**config.mk**
```make
export PLATFORM = sky130hd
export DESIGN_NAME = rmp_math_post
export DESIGN_NICKNAME = d
export VERILOG_FILES = /design/src/verilog/rmp_pkg.sv /design/src/verilog/rmp_math_post.sv
export SDC_FILE = /design/constraint.sdc
export NUM_CORES = 2
export LEC_CHECK = 0
export BUFFER_PORTS_ARGS = -buffer_cell sky130_fd_sc_hd__buf_2
export CORE_MARGIN = 2
export CORE_UTILIZATION = 35
export CTS_BUF_LIST = sky130_fd_sc_hd__clkbuf_4
export DETAILED_ROUTE_END_ITERATION = 10
export GPL_ROUTABILITY_DRIVEN = 0
export HOLD_SLACK_MARGIN = 0.05
export MAX_ROUTING_LAYER = met4
export PLACE_DENSITY = 0.59
export SKIP_CTS_REPAIR_TIMING = 1
export SYNTH_ARGS = -nofsm -noshare
export SYNTH_HDL_FRONTEND = slang
export SYNTH_SLANG_ARGS = --single-unit
```
**constraint.sdc**
```tcl
create_clock -name CLK -period 14.9 [get_ports CLK]
set_input_delay 0.745 -clock CLK [delete_from_list [all_inputs] [get_ports CLK]]
set_output_delay 0.745 -clock CLK [all_outputs]
set_load 0.01 [all_outputs]
```
**src/verilog/rmp_pkg.sv**
```systemverilog
// Constants, types and helpers of the reading math post-processor
package rmp_pkg;

  // ----------------------------------------------------------------
  // Register map (byte addresses, one 32-bit word each)
  // ----------------------------------------------------------------
  localparam int unsigned AW = 8;
  localparam logic [AW-1:0] A_CTRL = 8'h00;
  localparam logic [AW-1:0] A_DB_REF = 8'h04;
  localparam logic [AW-1:0] A_DBM_REF = 8'h08;
  localparam logic [AW-1:0] A_LIM_LO = 8'h0C;
  localparam logic [AW-1:0] A_LIM_HI = 8'h10;
  localparam logic [AW-1:0] A_NULL = 8'h14;
  localparam logic [AW-1:0] A_PRESET = 8'h18;
  localparam logic [AW-1:0] A_STATUS = 8'h1C;
  localparam logic [AW-1:0] A_COUNT = 8'h20;
  localparam logic [AW-1:0] A_MAX = 8'h24;
  localparam logic [AW-1:0] A_MIN = 8'h28;
  localparam logic [AW-1:0] A_MEAN = 8'h2C;
  localparam logic [AW-1:0] A_RESULT = 8'h30;

  // ----------------------------------------------------------------
  // Field positions
  // ----------------------------------------------------------------
  localparam int unsigned CTRL_EN = 0;
  localparam int unsigned CTRL_SEL = 4;
  localparam int unsigned SEL_W = 3;
  // Preset bits: lower min/max, upper min/max, null min/max, dB min/max, dBm min/max
  localparam int unsigned PR_LO = 0;
  localparam int unsigned PR_HI = 2;
  localparam int unsigned PR_NULL = 4;
  localparam int unsigned PR_DB = 6;
  localparam int unsigned PR_DBM = 8;
  localparam int unsigned STS_CONFLICT = 0;
  localparam int unsigned STS_RANGE = 1;
  localparam int unsigned STS_FAIL = 2;

  typedef enum logic [2:0] {
    SEL_AVER = 3'h0,
    SEL_DB = 3'h1,
    SEL_DBM = 3'h2,
    SEL_LIM = 3'h3,
    SEL_NULL = 3'h4
  } rmp_sel_t;

  typedef enum logic [3:0] {
    FN_DCV = 4'h0, FN_ACV = 4'h1, FN_DCI = 4'h2, FN_ACI = 4'h3, FN_OHM2 = 4'h4,
    FN_OHM4 = 4'h5, FN_FREQ = 4'h6, FN_PER = 4'h7, FN_RATIO = 4'h8
  } rmp_func_t;

  // ----------------------------------------------------------------
  // Arithmetic constants (readings Q16.16, decibels Q24.8)
  // ----------------------------------------------------------------
  localparam int Q_FRAC = 32'h0000_0010;
  localparam int LOG_ONE = 32'h0000_0100;
  localparam int K20 = 32'h0000_0605;
  localparam int K10 = 32'h0000_0303;
  localparam int MW_OFS = 32'h0000_1E00;
  localparam logic signed [31:0] DB_BOUND = 32'sh0000_C800;
  localparam logic [39:0] LIM_PCT = 40'h00_0000_0078;
  localparam logic [39:0] PCT_DIV = 40'h00_0000_0064;
  localparam logic [15:0] DBM_DEF = 16'h0258;
  localparam logic [15:0] DBM_MIN = 16'h0032;
  localparam logic [15:0] DBM_MAX = 16'h1F40;
  localparam int unsigned N_OHMS = 17;
  localparam logic [15:0] DBM_OHMS [N_OHMS] = '{
    16'h0032, 16'h004B, 16'h005D, 16'h006E, 16'h007C, 16'h007D, 16'h0087, 16'h0096,
    16'h00FA, 16'h012C, 16'h01F4, 16'h0258, 16'h0320, 16'h0384, 16'h03E8, 16'h04B0,
    16'h1F40};

  typedef struct packed {
    logic signed [31:0] value;
    rmp_sel_t sel;
    logic math_on;
    logic lim_fail;
  } rmp_res_t;

  function automatic logic ohms_ok(input logic [15:0] r);
    logic ok;
    ok = 1'b0;
    for (int i = 0; i < N_OHMS; i++) ok = ok | (DBM_OHMS[i] == r);
    return ok;
  endfunction : ohms_ok

  function automatic logic allowed(input rmp_sel_t s, input rmp_func_t f);
    logic ac_dc_v;
    ac_dc_v = (f == FN_DCV) || (f == FN_ACV);
    if (s == SEL_DB || s == SEL_DBM) return ac_dc_v;
    if (s == SEL_NULL) return f != FN_RATIO;
    return 1'b1;
  endfunction : allowed

  // Base-2 logarithm, Q8; linear mantissa keeps it to one shifter
  function automatic int log2q8(input logic [31:0] v);
    int p;
    logic [31:0] m;
    p = 0;
    for (int i = 0; i < 32; i++) if (v[i]) p = i;
    m = v << (31 - p);
    return p * LOG_ONE + int'(m[30:23]);
  endfunction : log2q8

endpackage : rmp_pkg

```
**src/verilog/rmp_math_post.sv**
```systemverilog
// Reading math post-processor: APB registers, math datapath and averaging
module rmp_math_post #(
  parameter int unsigned SUM_W = 48
) (
  // Clock and resets
  input wire logic CLK,
  input wire logic RESET,
  input wire logic NV_INIT,
  // APB slave
  input wire logic PSEL,
  input wire logic PENABLE,
  input wire logic PWRITE,
  input wire logic [rmp_pkg::AW-1:0] PADDR,
  input wire logic [31:0] PWDATA,
  output logic PREADY,
  output logic [31:0] PRDATA,
  output logic PSLVERR,
  // Measurement engine
  input wire rmp_pkg::rmp_func_t MEAS_FUNC,
  input wire logic [31:0] RANGE_MAX,
  input wire logic RDG_VALID,
  input wire logic signed [31:0] RDG_VALUE,
  output logic RDG_READY,
  // Results
  output logic RES_VALID,
  output rmp_pkg::rmp_res_t RES
);

  typedef enum logic [1:0] {ST_IDLE, ST_EXEC, ST_DIV} rmp_state_t;
  localparam int RES_LAT_MAX = SUM_W + 3;

  // ----------------------------------------------------------------
  // Declarations
  // ----------------------------------------------------------------
  logic en_q;
  rmp_pkg::rmp_sel_t sel_q;
  rmp_pkg::rmp_func_t fn_q;
  logic conflict_q, range_q;
  logic signed [31:0] db_ref_q, lim_lo_q, lim_hi_q, null_q;
  logic [15:0] ohm_q;
  logic [31:0] count_q;
  logic signed [SUM_W-1:0] sum_q;
  logic signed [31:0] max_q, min_q, mean_q, rdg_q;
  logic avg_on, avg_on_q, avg_start, accept;
  rmp_state_t state_q;
  logic [32:0] rem_q, rem_sh;
  logic [SUM_W-1:0] quo_q, quo_nxt;
  logic [31:0] dsr_q;
  logic neg_q;
  logic [7:0] step_q;
  logic res_vld_q;
  rmp_pkg::rmp_res_t res_q;
  logic [31:0] prdata_q, rd_val;
  logic pslverr_q;
  logic wr, wr_ctrl, wr_sts, wr_val;
  rmp_pkg::rmp_sel_t wsel;
  logic wsel_ok;
  logic [39:0] bprod;
  logic signed [32:0] bound, wval;
  logic w_in_rng, w_in_db;
  logic signed [31:0] math_val;
  logic lim_fail;
  longint mean_err;

  // ----------------------------------------------------------------
  // APB slave: data latched in setup, no wait states
  // ----------------------------------------------------------------
  function automatic logic addr_hit(input logic [rmp_pkg::AW-1:0] a);
    return (a[1:0] == 2'b00) && (a <= rmp_pkg::A_RESULT);
  endfunction : addr_hit

  assign PREADY = PSEL & PENABLE;
  assign PRDATA = prdata_q;
  assign PSLVERR = pslverr_q & PREADY;
  assign wr = PSEL & PENABLE & PWRITE & addr_hit(PADDR);
  assign wr_ctrl = wr && (PADDR == rmp_pkg::A_CTRL);
  assign wr_sts = wr && (PADDR == rmp_pkg::A_STATUS);
  // Values only land while math is on; earlier writes are dropped
  assign wr_val = wr && en_q;
  assign wsel = rmp_pkg::rmp_sel_t'(PWDATA[rmp_pkg::CTRL_SEL +: rmp_pkg::SEL_W]);
  assign wsel_ok = PWDATA[rmp_pkg::CTRL_SEL +: rmp_pkg::SEL_W] <= rmp_pkg::SEL_NULL;

  always_comb begin
    rd_val = 32'h0000_0000;
    unique case (PADDR)
      rmp_pkg::A_CTRL: begin
        rd_val[rmp_pkg::CTRL_EN] = en_q;
        rd_val[rmp_pkg::CTRL_SEL +: rmp_pkg::SEL_W] = sel_q;
      end
      rmp_pkg::A_DB_REF: rd_val = db_ref_q;
      rmp_pkg::A_DBM_REF: rd_val = {16'h0000, ohm_q};
      rmp_pkg::A_LIM_LO: rd_val = lim_lo_q;
      rmp_pkg::A_LIM_HI: rd_val = lim_hi_q;
      rmp_pkg::A_NULL: rd_val = null_q;
      rmp_pkg::A_STATUS: begin
        rd_val[rmp_pkg::STS_CONFLICT] = conflict_q;
        rd_val[rmp_pkg::STS_RANGE] = range_q;
        rd_val[rmp_pkg::STS_FAIL] = res_q.lim_fail;
      end
      rmp_pkg::A_COUNT: rd_val = count_q;
      rmp_pkg::A_MAX: rd_val = max_q;
      rmp_pkg::A_MIN: rd_val = min_q;
      rmp_pkg::A_MEAN: rd_val = mean_q;
      rmp_pkg::A_RESULT: rd_val = res_q.value;
      default: rd_val = 32'h0000_0000;
    endcase
  end

  always_ff @(posedge CLK or posedge RESET) begin
    if (RESET) begin
      prdata_q <= 32'h0000_0000;
      pslverr_q <= 1'b0;
    end else if (PSEL && !PENABLE) begin
      prdata_q <= rd_val;
      pslverr_q <= !addr_hit(PADDR);
    end
  end

  // ----------------------------------------------------------------
  // Selection, enable and conflict
  // ----------------------------------------------------------------
  always_ff @(posedge CLK or posedge RESET) begin
    if (RESET) begin
      en_q <= 1'b0;
      sel_q <= rmp_pkg::SEL_NULL;
      fn_q <= rmp_pkg::FN_DCV;
      conflict_q <= 1'b0;
    end else begin
      fn_q <= MEAS_FUNC;
      if (wr_sts && PWDATA[rmp_pkg::STS_CONFLICT]) conflict_q <= 1'b0;
      if (wr_ctrl) begin
        if (wsel_ok) sel_q <= wsel;
        en_q <= PWDATA[rmp_pkg::CTRL_EN];
        if (PWDATA[rmp_pkg::CTRL_EN] && !rmp_pkg::allowed(wsel_ok ? wsel : sel_q, fn_q)) begin
          en_q <= 1'b0;
          if (en_q) conflict_q <= 1'b1;
        end
      end
      // Function moved under an enabled operation: set wins over clear
      if (en_q && MEAS_FUNC != fn_q && !rmp_pkg::allowed(sel_q, MEAS_FUNC)) begin
        en_q <= 1'b0;
        conflict_q <= 1'b1;
      end
    end
  end

  // ----------------------------------------------------------------
  // Volatile values with range checks
  // ----------------------------------------------------------------
  assign bprod = 40'(RANGE_MAX) * rmp_pkg::LIM_PCT;
  assign bound = 33'(bprod / rmp_pkg::PCT_DIV);
  assign wval = 33'(signed'(PWDATA));
  assign w_in_rng = (wval >= -bound) && (wval <= bound);
  assign w_in_db = (signed'(PWDATA) >= -rmp_pkg::DB_BOUND) &&
                   (signed'(PWDATA) <= rmp_pkg::DB_BOUND);

  always_ff @(posedge CLK or posedge RESET) begin
    if (RESET) begin
      db_ref_q <= 32'sh0000_0000;
      lim_lo_q <= 32'sh0000_0000;
      lim_hi_q <= 32'sh0000_0000;
      null_q <= 32'sh0000_0000;
      range_q <= 1'b0;
    end else begin
      if (wr_sts && PWDATA[rmp_pkg::STS_RANGE]) range_q <= 1'b0;
      if (wr_val) begin
        unique case (PADDR)
          rmp_pkg::A_DB_REF: if (w_in_db) db_ref_q <= PWDATA; else range_q <= 1'b1;
          rmp_pkg::A_LIM_LO: if (w_in_rng) lim_lo_q <= PWDATA; else range_q <= 1'b1;
          rmp_pkg::A_LIM_HI: if (w_in_rng) lim_hi_q <= PWDATA; else range_q <= 1'b1;
          rmp_pkg::A_NULL: if (w_in_rng) null_q <= PWDATA; else range_q <= 1'b1;
          rmp_pkg::A_PRESET: begin
            // Min preset bit wins over max when both are set
            if (PWDATA[rmp_pkg::PR_LO + 1]) lim_lo_q <= 32'(bound);
            if (PWDATA[rmp_pkg::PR_LO]) lim_lo_q <= 32'(-bound);
            if (PWDATA[rmp_pkg::PR_HI + 1]) lim_hi_q <= 32'(bound);
            if (PWDATA[rmp_pkg::PR_HI]) lim_hi_q <= 32'(-bound);
            if (PWDATA[rmp_pkg::PR_NULL + 1]) null_q <= 32'(bound);
            if (PWDATA[rmp_pkg::PR_NULL]) null_q <= 32'(-bound);
            if (PWDATA[rmp_pkg::PR_DB + 1]) db_ref_q <= rmp_pkg::DB_BOUND;
            if (PWDATA[rmp_pkg::PR_DB]) db_ref_q <= -rmp_pkg::DB_BOUND;
          end
          default: ;
        endcase
      end
    end
  end

  // Resistance sits outside the interface reset; only NV_INIT restores it
  always_ff @(posedge CLK or posedge NV_INIT) begin
    if (NV_INIT) begin
      ohm_q <= rmp_pkg::DBM_DEF;
    end else if (wr_val && PADDR == rmp_pkg::A_DBM_REF) begin
      if (rmp_pkg::ohms_ok(PWDATA[15:0]) && PWDATA[31:16] == 16'h0000) ohm_q <= PWDATA[15:0];
    end else if (wr_val && PADDR == rmp_pkg::A_PRESET) begin
      if (PWDATA[rmp_pkg::PR_DBM + 1]) ohm_q <= rmp_pkg::DBM_MAX;
      if (PWDATA[rmp_pkg::PR_DBM]) ohm_q <= rmp_pkg::DBM_MIN;
    end
  end

  // ----------------------------------------------------------------
  // Running statistics
  // ----------------------------------------------------------------
  assign avg_on = en_q && (sel_q == rmp_pkg::SEL_AVER);
  assign avg_start = avg_on && !avg_on_q;
  assign accept = RDG_VALID && RDG_READY;
  assign RDG_READY = (state_q == ST_IDLE);

  always_ff @(posedge CLK or posedge RESET) begin
    if (RESET) begin
      avg_on_q <= 1'b0;
      count_q <= 32'h0000_0000;
      sum_q <= '0;
      max_q <= 32'sh0000_0000;
      min_q <= 32'sh0000_0000;
    end else begin
      avg_on_q <= avg_on;
      if (avg_start) begin
        count_q <= 32'h0000_0000;
        sum_q <= '0;
        max_q <= 32'sh0000_0000;
        min_q <= 32'sh0000_0000;
      end else if (accept && avg_on) begin
        count_q <= count_q + 32'h0000_0001;
        sum_q <= sum_q + SUM_W'(RDG_VALUE);
        if (count_q == 32'h0000_0000 || RDG_VALUE > max_q) max_q <= RDG_VALUE;
        if (count_q == 32'h0000_0000 || RDG_VALUE < min_q) min_q <= RDG_VALUE;
      end
    end
  end

  // ----------------------------------------------------------------
  // Per-reading math
  // ----------------------------------------------------------------
  always_comb begin
    int lv;
    int power_decibel_mode;
    lv = rmp_pkg::log2q8(rdg_q[31] ? 32'(-rdg_q) : 32'(rdg_q)) - rmp_pkg::Q_FRAC * rmp_pkg::LOG_ONE;
    // Volts squared over ohms, scaled to milliwatts; log2 to decibels by constants
    power_decibel_mode = ((rmp_pkg::K20 * lv) >>> 8) - ((rmp_pkg::K10 * rmp_pkg::log2q8(32'(ohm_q))) >>> 8)
          + rmp_pkg::MW_OFS;
    math_val = rdg_q;
    unique case (sel_q)
      rmp_pkg::SEL_NULL: math_val = rdg_q - null_q;
      rmp_pkg::SEL_DB: math_val = 32'(power_decibel_mode) - db_ref_q;
      rmp_pkg::SEL_DBM: math_val = 32'(power_decibel_mode);
      rmp_pkg::SEL_LIM: math_val = rdg_q;
      rmp_pkg::SEL_AVER: math_val = rdg_q;
    endcase
    if (!en_q) math_val = rdg_q;
    lim_fail = en_q && sel_q == rmp_pkg::SEL_LIM &&
               (rdg_q < lim_lo_q || rdg_q > lim_hi_q);
  end

  // ----------------------------------------------------------------
  // Sequencer and serial divider for the mean
  // ----------------------------------------------------------------
  assign rem_sh = {rem_q[31:0], quo_q[SUM_W-1]};
  assign quo_nxt = {quo_q[SUM_W-2:0], rem_sh >= {1'b0, dsr_q}};

  always_ff @(posedge CLK or posedge RESET) begin
    if (RESET) begin
      state_q <= ST_IDLE;
      rdg_q <= 32'sh0000_0000;
      rem_q <= '0;
      quo_q <= '0;
      dsr_q <= 32'h0000_0000;
      neg_q <= 1'b0;
      step_q <= 8'h00;
      mean_q <= 32'sh0000_0000;
      res_q <= '0;
      res_vld_q <= 1'b0;
    end else begin
      res_vld_q <= 1'b0;
      if (avg_start) mean_q <= 32'sh0000_0000;
      unique case (state_q)
        ST_IDLE: if (accept) begin
          rdg_q <= RDG_VALUE;
          state_q <= ST_EXEC;
        end
        ST_EXEC: if (avg_on && count_q != 32'h0000_0000) begin
          rem_q <= '0;
          quo_q <= sum_q[SUM_W-1] ? SUM_W'(-sum_q) : SUM_W'(sum_q);
          dsr_q <= count_q;
          neg_q <= sum_q[SUM_W-1];
          step_q <= 8'(SUM_W);
          state_q <= ST_DIV;
        end else begin
          res_q <= '{value: math_val, sel: sel_q, math_on: en_q, lim_fail: lim_fail};
          res_vld_q <= 1'b1;
          state_q <= ST_IDLE;
        end
        ST_DIV: begin
          rem_q <= (rem_sh >= {1'b0, dsr_q}) ? rem_sh - {1'b0, dsr_q} : rem_sh;
          quo_q <= quo_nxt;
          step_q <= step_q - 8'h01;
          if (step_q == 8'h01) begin
            mean_q <= neg_q ? -32'(quo_nxt) : 32'(quo_nxt);
            res_q <= '{value: neg_q ? -32'(quo_nxt) : 32'(quo_nxt), sel: sel_q,
                       math_on: en_q, lim_fail: 1'b0};
            res_vld_q <= 1'b1;
            state_q <= ST_IDLE;
          end
        end
      endcase
    end
  end

  assign RES_VALID = res_vld_q;
  assign RES = res_q;

  // ----------------------------------------------------------------
  // Assertions
  // ----------------------------------------------------------------
  assign mean_err = longint'(sum_q) - longint'(mean_q) * longint'({1'b0, count_q});

  chk_count_clear: assert property (@(posedge CLK) disable iff (RESET)
    avg_start |=> count_q == 32'h0000_0000 && mean_q == 32'sh0000_0000)
    else $error("count or mean not cleared on averaging enable");
  chk_max_track: assert property (@(posedge CLK) disable iff (RESET)
    accept && avg_on && !avg_start && RDG_VALUE > max_q |=> max_q == $past(RDG_VALUE))
    else $error("maximum missed a larger reading");
  chk_min_track: assert property (@(posedge CLK) disable iff (RESET)
    accept && avg_on && !avg_start && count_q != 32'h0000_0000 && RDG_VALUE >= min_q
    |=> min_q == $past(min_q))
    else $error("minimum moved on a larger reading");
  chk_mean_value: assert property (@(posedge CLK) disable iff (RESET)
    $changed(mean_q) && count_q != 32'h0000_0000 && !$past(avg_start)
    |-> mean_err < longint'({1'b0, count_q}) && -mean_err < longint'({1'b0, count_q}))
    else $error("mean differs from sum over count");
  chk_ohm_legal: assert property (@(posedge CLK) disable iff (NV_INIT)
    rmp_pkg::ohms_ok(ohm_q))
    else $error("reference resistance outside the list");
  chk_sel_legal: assert property (@(posedge CLK) disable iff (RESET)
    sel_q inside {rmp_pkg::SEL_AVER, rmp_pkg::SEL_DB, rmp_pkg::SEL_DBM,
                  rmp_pkg::SEL_LIM, rmp_pkg::SEL_NULL})
    else $error("selection holds no operation");
  chk_math_gate: assert property (@(posedge CLK) disable iff (RESET)
    RES_VALID && !RES.math_on |-> RES.value == rdg_q && !RES.lim_fail)
    else $error("math applied while disabled");
  chk_null_out: assert property (@(posedge CLK) disable iff (RESET)
    state_q == ST_EXEC && en_q && sel_q == rmp_pkg::SEL_NULL
    |=> RES_VALID && RES.value == $past(rdg_q) - $past(null_q))
    else $error("null result wrong");
  chk_limit_flag: assert property (@(posedge CLK) disable iff (RESET)
    state_q == ST_EXEC && en_q && sel_q == rmp_pkg::SEL_LIM
    |=> RES_VALID && RES.lim_fail == ($past(rdg_q) < $past(lim_lo_q) ||
                                      $past(rdg_q) > $past(lim_hi_q)))
    else $error("limit verdict wrong");
  chk_conflict_off: assert property (@(posedge CLK) disable iff (RESET)
    en_q && MEAS_FUNC != fn_q && !rmp_pkg::allowed(sel_q, MEAS_FUNC)
    |=> !en_q && conflict_q)
    else $error("conflict did not turn math off");
  chk_result_lat: assert property (@(posedge CLK) disable iff (RESET)
    accept |=> !RES_VALID && !accept ##[1:RES_LAT_MAX] RES_VALID)
    else $error("no result for accepted reading");

  cov_avg_result: cover property (@(posedge CLK) disable iff (RESET)
    RES_VALID && RES.math_on && RES.sel == rmp_pkg::SEL_AVER);
  cov_db_result: cover property (@(posedge CLK) disable iff (RESET)
    RES_VALID && RES.math_on && RES.sel == rmp_pkg::SEL_DB);
  cov_lim_fail: cover property (@(posedge CLK) disable iff (RESET)
    RES_VALID && RES.lim_fail);
  cov_conflict: cover property (@(posedge CLK) disable iff (RESET) $rose(conflict_q));

endmodule : rmp_math_post

```
After elaboration in Yosys (flattened, before gate mapping) --
Cells that the tools add are included. Widths: inputs -> output; s select.
Operators by class: add/sub/neg operators 17, multiply operators 3, divide/modulo/power cells 1, magnitude comparators 11, equal/unequal tests 57, shift-type cells 2, muxes and demuxes 136, bitwise logic cells 20, reductions and logical operators 68
Operators by type and width (count):
- $mux 32 | 70
- $pmux 32 s2 | 5
- $pmux 25 s10 | 1
- $mux 48 | 4
- $pmux 32 s4 | 1
- $pmux 48 s2 | 1
- $eq 7x16->1 const A | 5
- $mux 16 | 5
- $mux 37 | 2
- $pmux 37 s2 | 1
- $add 32x9->32 | 2
- $eq 10x16->1 const A | 4
- $gt 32x32->1 | 2
- $lt 32x32->1 | 2
- $neg 32->32 | 2
- $sub 32x32->32 | 2
- $sub 6x32->32 const A | 2
- $add 48x32->48 | 1
- $eq 8x16->1 const A | 3
- $neg 48->48 | 1
- $div 39x7->40 const B | 1
- $eq 8x6->1 const B | 5
- $mul 32x4->36 const B | 1
- $ge 32x33->1 | 1
- other kinds (66) | 191
Word-level totals: flip-flop bits (word level) 557, bits in latches 0, memory bits (writable) 0, ROM bits 0, input port bits 115, output and inout bits 73, word-level logic and storage cells 345, memories 0

Depth between registers and ports, before layout --
word-level depth 45, gate-level depth with buffers 134, gate-level depth less buffers 116

Worst setup path after synthesis --
OpenSTA, ideal clock, no wires.
path kind input-to-reg, from input RANGE_MAX[18], to register lim_lo_q[12], library setup time 0.127 ns, data arrival time 27.178 ns, data required time 14.773 ns, slack -12.405 ns, stages 122, buffers on the path 14, cells stage by stage inv_1 fa_1 fa_1 inv_1 ha_1 buf_2 and4_1 and3_1 a2111oi_2 nor2_1 and3_1 or3_1 buf_2 o211ai_1 o211ai_1 or3_1 nand4_1 o211a_1 [... 86 more ...] a21oi_1 nor2b_1 o21ai_0 nand2b_1 a21oi_1 nor2b_1 o21ai_0 nand2b_1 a21oi_1 o21ai_0 a31oi_1 a21oi_1 o32a_2 o211ai_2 buf_4 nand2_4 buf_6 mux2_1
Between the ends: longest elaborated chain between the ends 7, elaborated cells on any way between the ends 11, classes of those cells add/sub: 1; mul: 1; div: 1; order compare: 2; eq/ne: 1; mux: 3; reduce/logical: 2
Ends and longest elaborated chain:
- start, declared | line rmp_math_post.sv:20 | input wire logic [31:0] RANGE_MAX,
- $mul 32x4->36 (*) | line rmp_math_post.sv:150 | assign bprod = 40'(RANGE_MAX) * rmp_pkg::LIM_PCT;
- $div 39x7->40 (*) | line rmp_math_post.sv:151 | assign bound = 33'(bprod / rmp_pkg::PCT_DIV);
- $neg 33->33 | line rmp_math_post.sv:175 | if (PWDATA[rmp_pkg::PR_LO]) lim_lo_q <= 32'(-bound);
- $ge 32x33->1 | line rmp_math_post.sv:153 | assign w_in_rng = (wval >= -bound) && (wval <= bound);
- $logic_and 1x1->1 | line rmp_math_post.sv:153
- $ne 2x2->1 (no line)
- $reduce_and 4->1 (no line)
- end signal, assigned | line rmp_math_post.sv:174 | if (PWDATA[rmp_pkg::PR_LO + 1]) lim_lo_q <= 32'(bound);
- end signal, assigned | line rmp_math_post.sv:175
- end, declared | line rmp_math_post.sv:39 | logic signed [31:0] db_ref_q, lim_lo_q, lim_hi_q, null_q;
Every way passes the cells marked *; elsewhere a longest branch is shown, timed or not. The select of a mux whose other input is x is not followed. A chain may end at the register's enable or synchronous reset.

Worst setup path after layout --
from input RANGE_MAX[22], to register lim_lo_q[22]
Same word-level chain as after synthesis.

==> run summary <==
The flow ran to the end, but the final reports show violations. The final reports fail on negative setup slack. Measured in cells, the most critical reg-to-reg path has a length of 70. The number of detailed-routing iterations run before antenna repair is 6. The worst-case setup slack after placement came out at -12.31 ns. The netlist uses 136 different library cells. The startpoint type of the worst setup path is an input port. The number of nets at the end of the flow is 9137. The clock tree from TritonCTS is yes. The via count of the first global-routing pass is 59805. The multi-input logic area came out at 44100 µm².

Setup violations remaining at the end of the flow were counted as 97. The async set-reset flop share out of synthesis came out at 1.00. The share of the cycle needed by the critical path after routing came out at 1.71. The number of DRC markers in iteration 0 is 5862.

The top fanout value on the critical path is 15. Max-cap violations in this run came to 0. The largest single stage delay on the critical path is 0.50 ns. The shortest period the worst path allows is 25.52 ns. The net count of the mapped netlist came out at 8015. After detailed routing, the number of vias per cell comes to 5.74. The number of buffers inserted by port buffering came out at 187. The worst setup slack for register-to-register paths is 0.10 ns.

The share of Yosys cell area claimed by the top area cell type is 0.233. The clock insertion delay at the later pin of the skew report came out at 1.08 ns. The area growth from synthesis to final layout is 26.4%. The area of the mapped netlist is 59300 µm². The count of nets left with antenna violations once routing finished came out at 0. STA classifies the critical path endpoint as a flip-flop. The worst max-slew margin expressed relative to the limit came out at 0.141. The largest net degree at the start of global routing is 177. Data arrives at the worst endpoint at 26.41 ns. The transition at the pin with the smallest max-transition slack came out at 1.29 ns. Setup repair after global routing could not meet its margin everywhere. Once detailed placement completed, the half-perimeter wirelength came to 181 mm.

The number of cells on the worst hold path is 4. After synthesis, the cell types taking the most area are dfrtp_1 23%, ha_1 12%, o21ai_0 4.2%, a21oi_1 4.1%, nand2_1 3.9%. The number of sinks handled by clock tree synthesis is 557. Setup total negative slack on the finished layout was measured at -1018.04 ns.

Yosys mapped a number of flops with a built-in enable equal to 0. The number of standard cells after synthesis is 7227. The tree is rooted in a clkbuf_4.

Counting flops and latches in the post-synthesis netlist gives 557. The number of hold violations in the final report was 0. The area of all sequential standard cells is 13900 µm².

The tightest min-delay check is of the in2reg type. For this run, the number of Yosys warnings is 0. The worst-case clock skew came out at 0.0646 ns. The filler cell count in the final layout is 16752. For this run, the register share of the synthesized area comes to 0.235. The wire length of the first global-routing pass came out at 353 mm.

From bottom edge to top edge, the die measures 416 µm. Derived from the worst setup path, the maximum achievable clock frequency is 39.2 MHz. In the global route stage, overall resource usage came out at 0.268. The number of cells after detailed placement came out at 10315. From left edge to right edge, the die measures 416 µm. The share of post-route cells with drive strength above 1 came out at 0.257. The cell that appears most often on the critical path is buf_4. After synthesis, the most frequently instantiated cells are 613 x nand2_1, 582 x ha_1, 552 x dfrtp_1, 552 x inv_1, 501 x o21ai_0.

Data on the critical path is required at its endpoint by 15.79 ns. In this run the core area contains 151 standard-cell rows. Dividing the detail-routed wire length by the instance count gives 21.7 µm. Summed over all layers, the global routing overflow is 0. Yosys instantiated no cell more often than nand2_1.

For this run, design rule violations remaining after detail routing come to 0. The floorplan step defined a core boundary enclosing 169000 µm². The slowest stage cell on the critical path is or4b_1. The effective utilization at floorplan came out at 0.351. In the synthesized netlist the dominant register cell turns out to be dfrtp_1.

The TritonCTS buffer count is 160. The number of ports placed on the die boundary came out at 188. Setup slack on the critical path of the routed design comes to -10.62 ns.

The maximum count of clock buffers along a single path is 3. The number of antenna violations at the first check in global routing was 36. The worst hold slack after final layout came out at 0.0987 ns. The die outline area came out at 173000 µm². Of all cell types, the one taking the most synthesized area is dfrtp_1. The worst setup path is of the in2reg kind. The final number of max-transition violations came to 0. The total length of routed wires came out at 233 mm. The detailed-route via count came out at 61555. The clock-pin slew reported for the worst setup and hold paths after clock tree synthesis came out at 0.07 ns. The H-tree generated during clock tree synthesis spans 4 levels. The finished layout holds 10727 standard cells, fillers aside. In this run the mean area of a mapped cell was 8.21 µm².
-- worst max-delay path, delay by kind of cell --
kind / cells / cell delay (ns)
AOI/OAI and AO/OA: 47 / 10.39
and+or+nand+nor: 42 / 7.97
buffers and inverters: 27 / 3.75
adders and majority gates: 6 / 2.01
muxes: 4 / 1.24
xor gates and xnor gates: 2 / 0.28
-- path summary, 6_finish.rpt --
kind / start / to
setup / recovery: RANGE_MAX[22] / lim_lo_q[22]
hold / removal: RDG_VALID / state_q[1]
setup reg to reg: rdg_q[5] / RES[35]
hold reg to reg: PRDATA[21] / PRDATA[21]
max in group asynchronous: RESET / lim_lo_q[23]
min in group asynchronous: RESET / rem_q[21]
-- final cells by class --
type,instances,area share
Clock buffer,241,0.0241
Multi-Input combinational cell,5743,0.589
Clock inverter,41,0.00324
Tap cell,2218,0.0370
Timing Repair Buffer,1322,0.131
Sequential cell,557,0.186
Inverter,565,0.0291
Antenna cell,40,0.00134
-- routing by layer --
metal | GRT usage | share of wire | up-vias | routed length, µm
li1 | - | - | 28813 | -
met1 | 0.324 | 0.40 | 29492 | 93900
met2 | 0.409 | 0.45 | 2534 | 105000
met3 | 0.0405 | 0.070 | 716 | 16200
met4 | 0.188 | 0.077 | 0 | 17900
met5 | - | 0 | - | 0
-- placed cells by master, fill, tap and decap left out, drive strengths merged, types with 89 or more instances in the layout --
master,n
a22oi,89
mux2,161
xor2,214
fa,91
nor2,420
nand2,618
o21ai,591
ha,582
xnor2,267
mux2i,100
dfrtp,552
a21oi,489
nand4,100
and2,91
clkbuf,242
a21o,249
nand3,184
inv,560
nor3,127
buf,1295
-- logic make-up (layout without fill, tap and decap cells) --
family / count (synthesis) / count (layout) / share of synthesized area
AOI/OAI and AO/OA: 2335 / 2335 / 0.266
xor gates and xnor gates: 481 / 481 / 0.0720
adders and majority gates: 679 / 679 / 0.155
buffers and inverters: 928 / 2169 / 0.0613
DFF: 557 / 557 / 0.235
muxes: 262 / 262 / 0.0482
other: 1 / 41 / 0.0000632
and+or+nand+nor: 1984 / 1985 / 0.163
-- registers in the layout, summed over array words and instances, names as in the netlist, 2 cells and up --
name / count
RES: 37
min_q: 32
lim_hi_q: 32
lim_lo_q: 32
sum_q: 48
rem_q: 32
rdg_q: 32
sel_q: 3
mean_q: 32
fn_q: 4
count_q: 32
step_q: 8
ohm_q: 16
dsr_q: 32
max_q: 32
quo_q: 48
db_ref_q: 32
state_q: 2
null_q: 32
PRDATA: 32
-- metrics by stage --
stage | util | instance area (µm²)
after floorplan | - | 60200
after global placement | 0.417 | 70400
after detailed placement | 0.417 | 70400
after CTS | 0.429 | 72400
after global routing | 0.444 | 74900
final | 0.444 | 74900
Power is not shown: default switching activity piles up to over one toggle a cycle in this logic, so the estimate is an artifact.
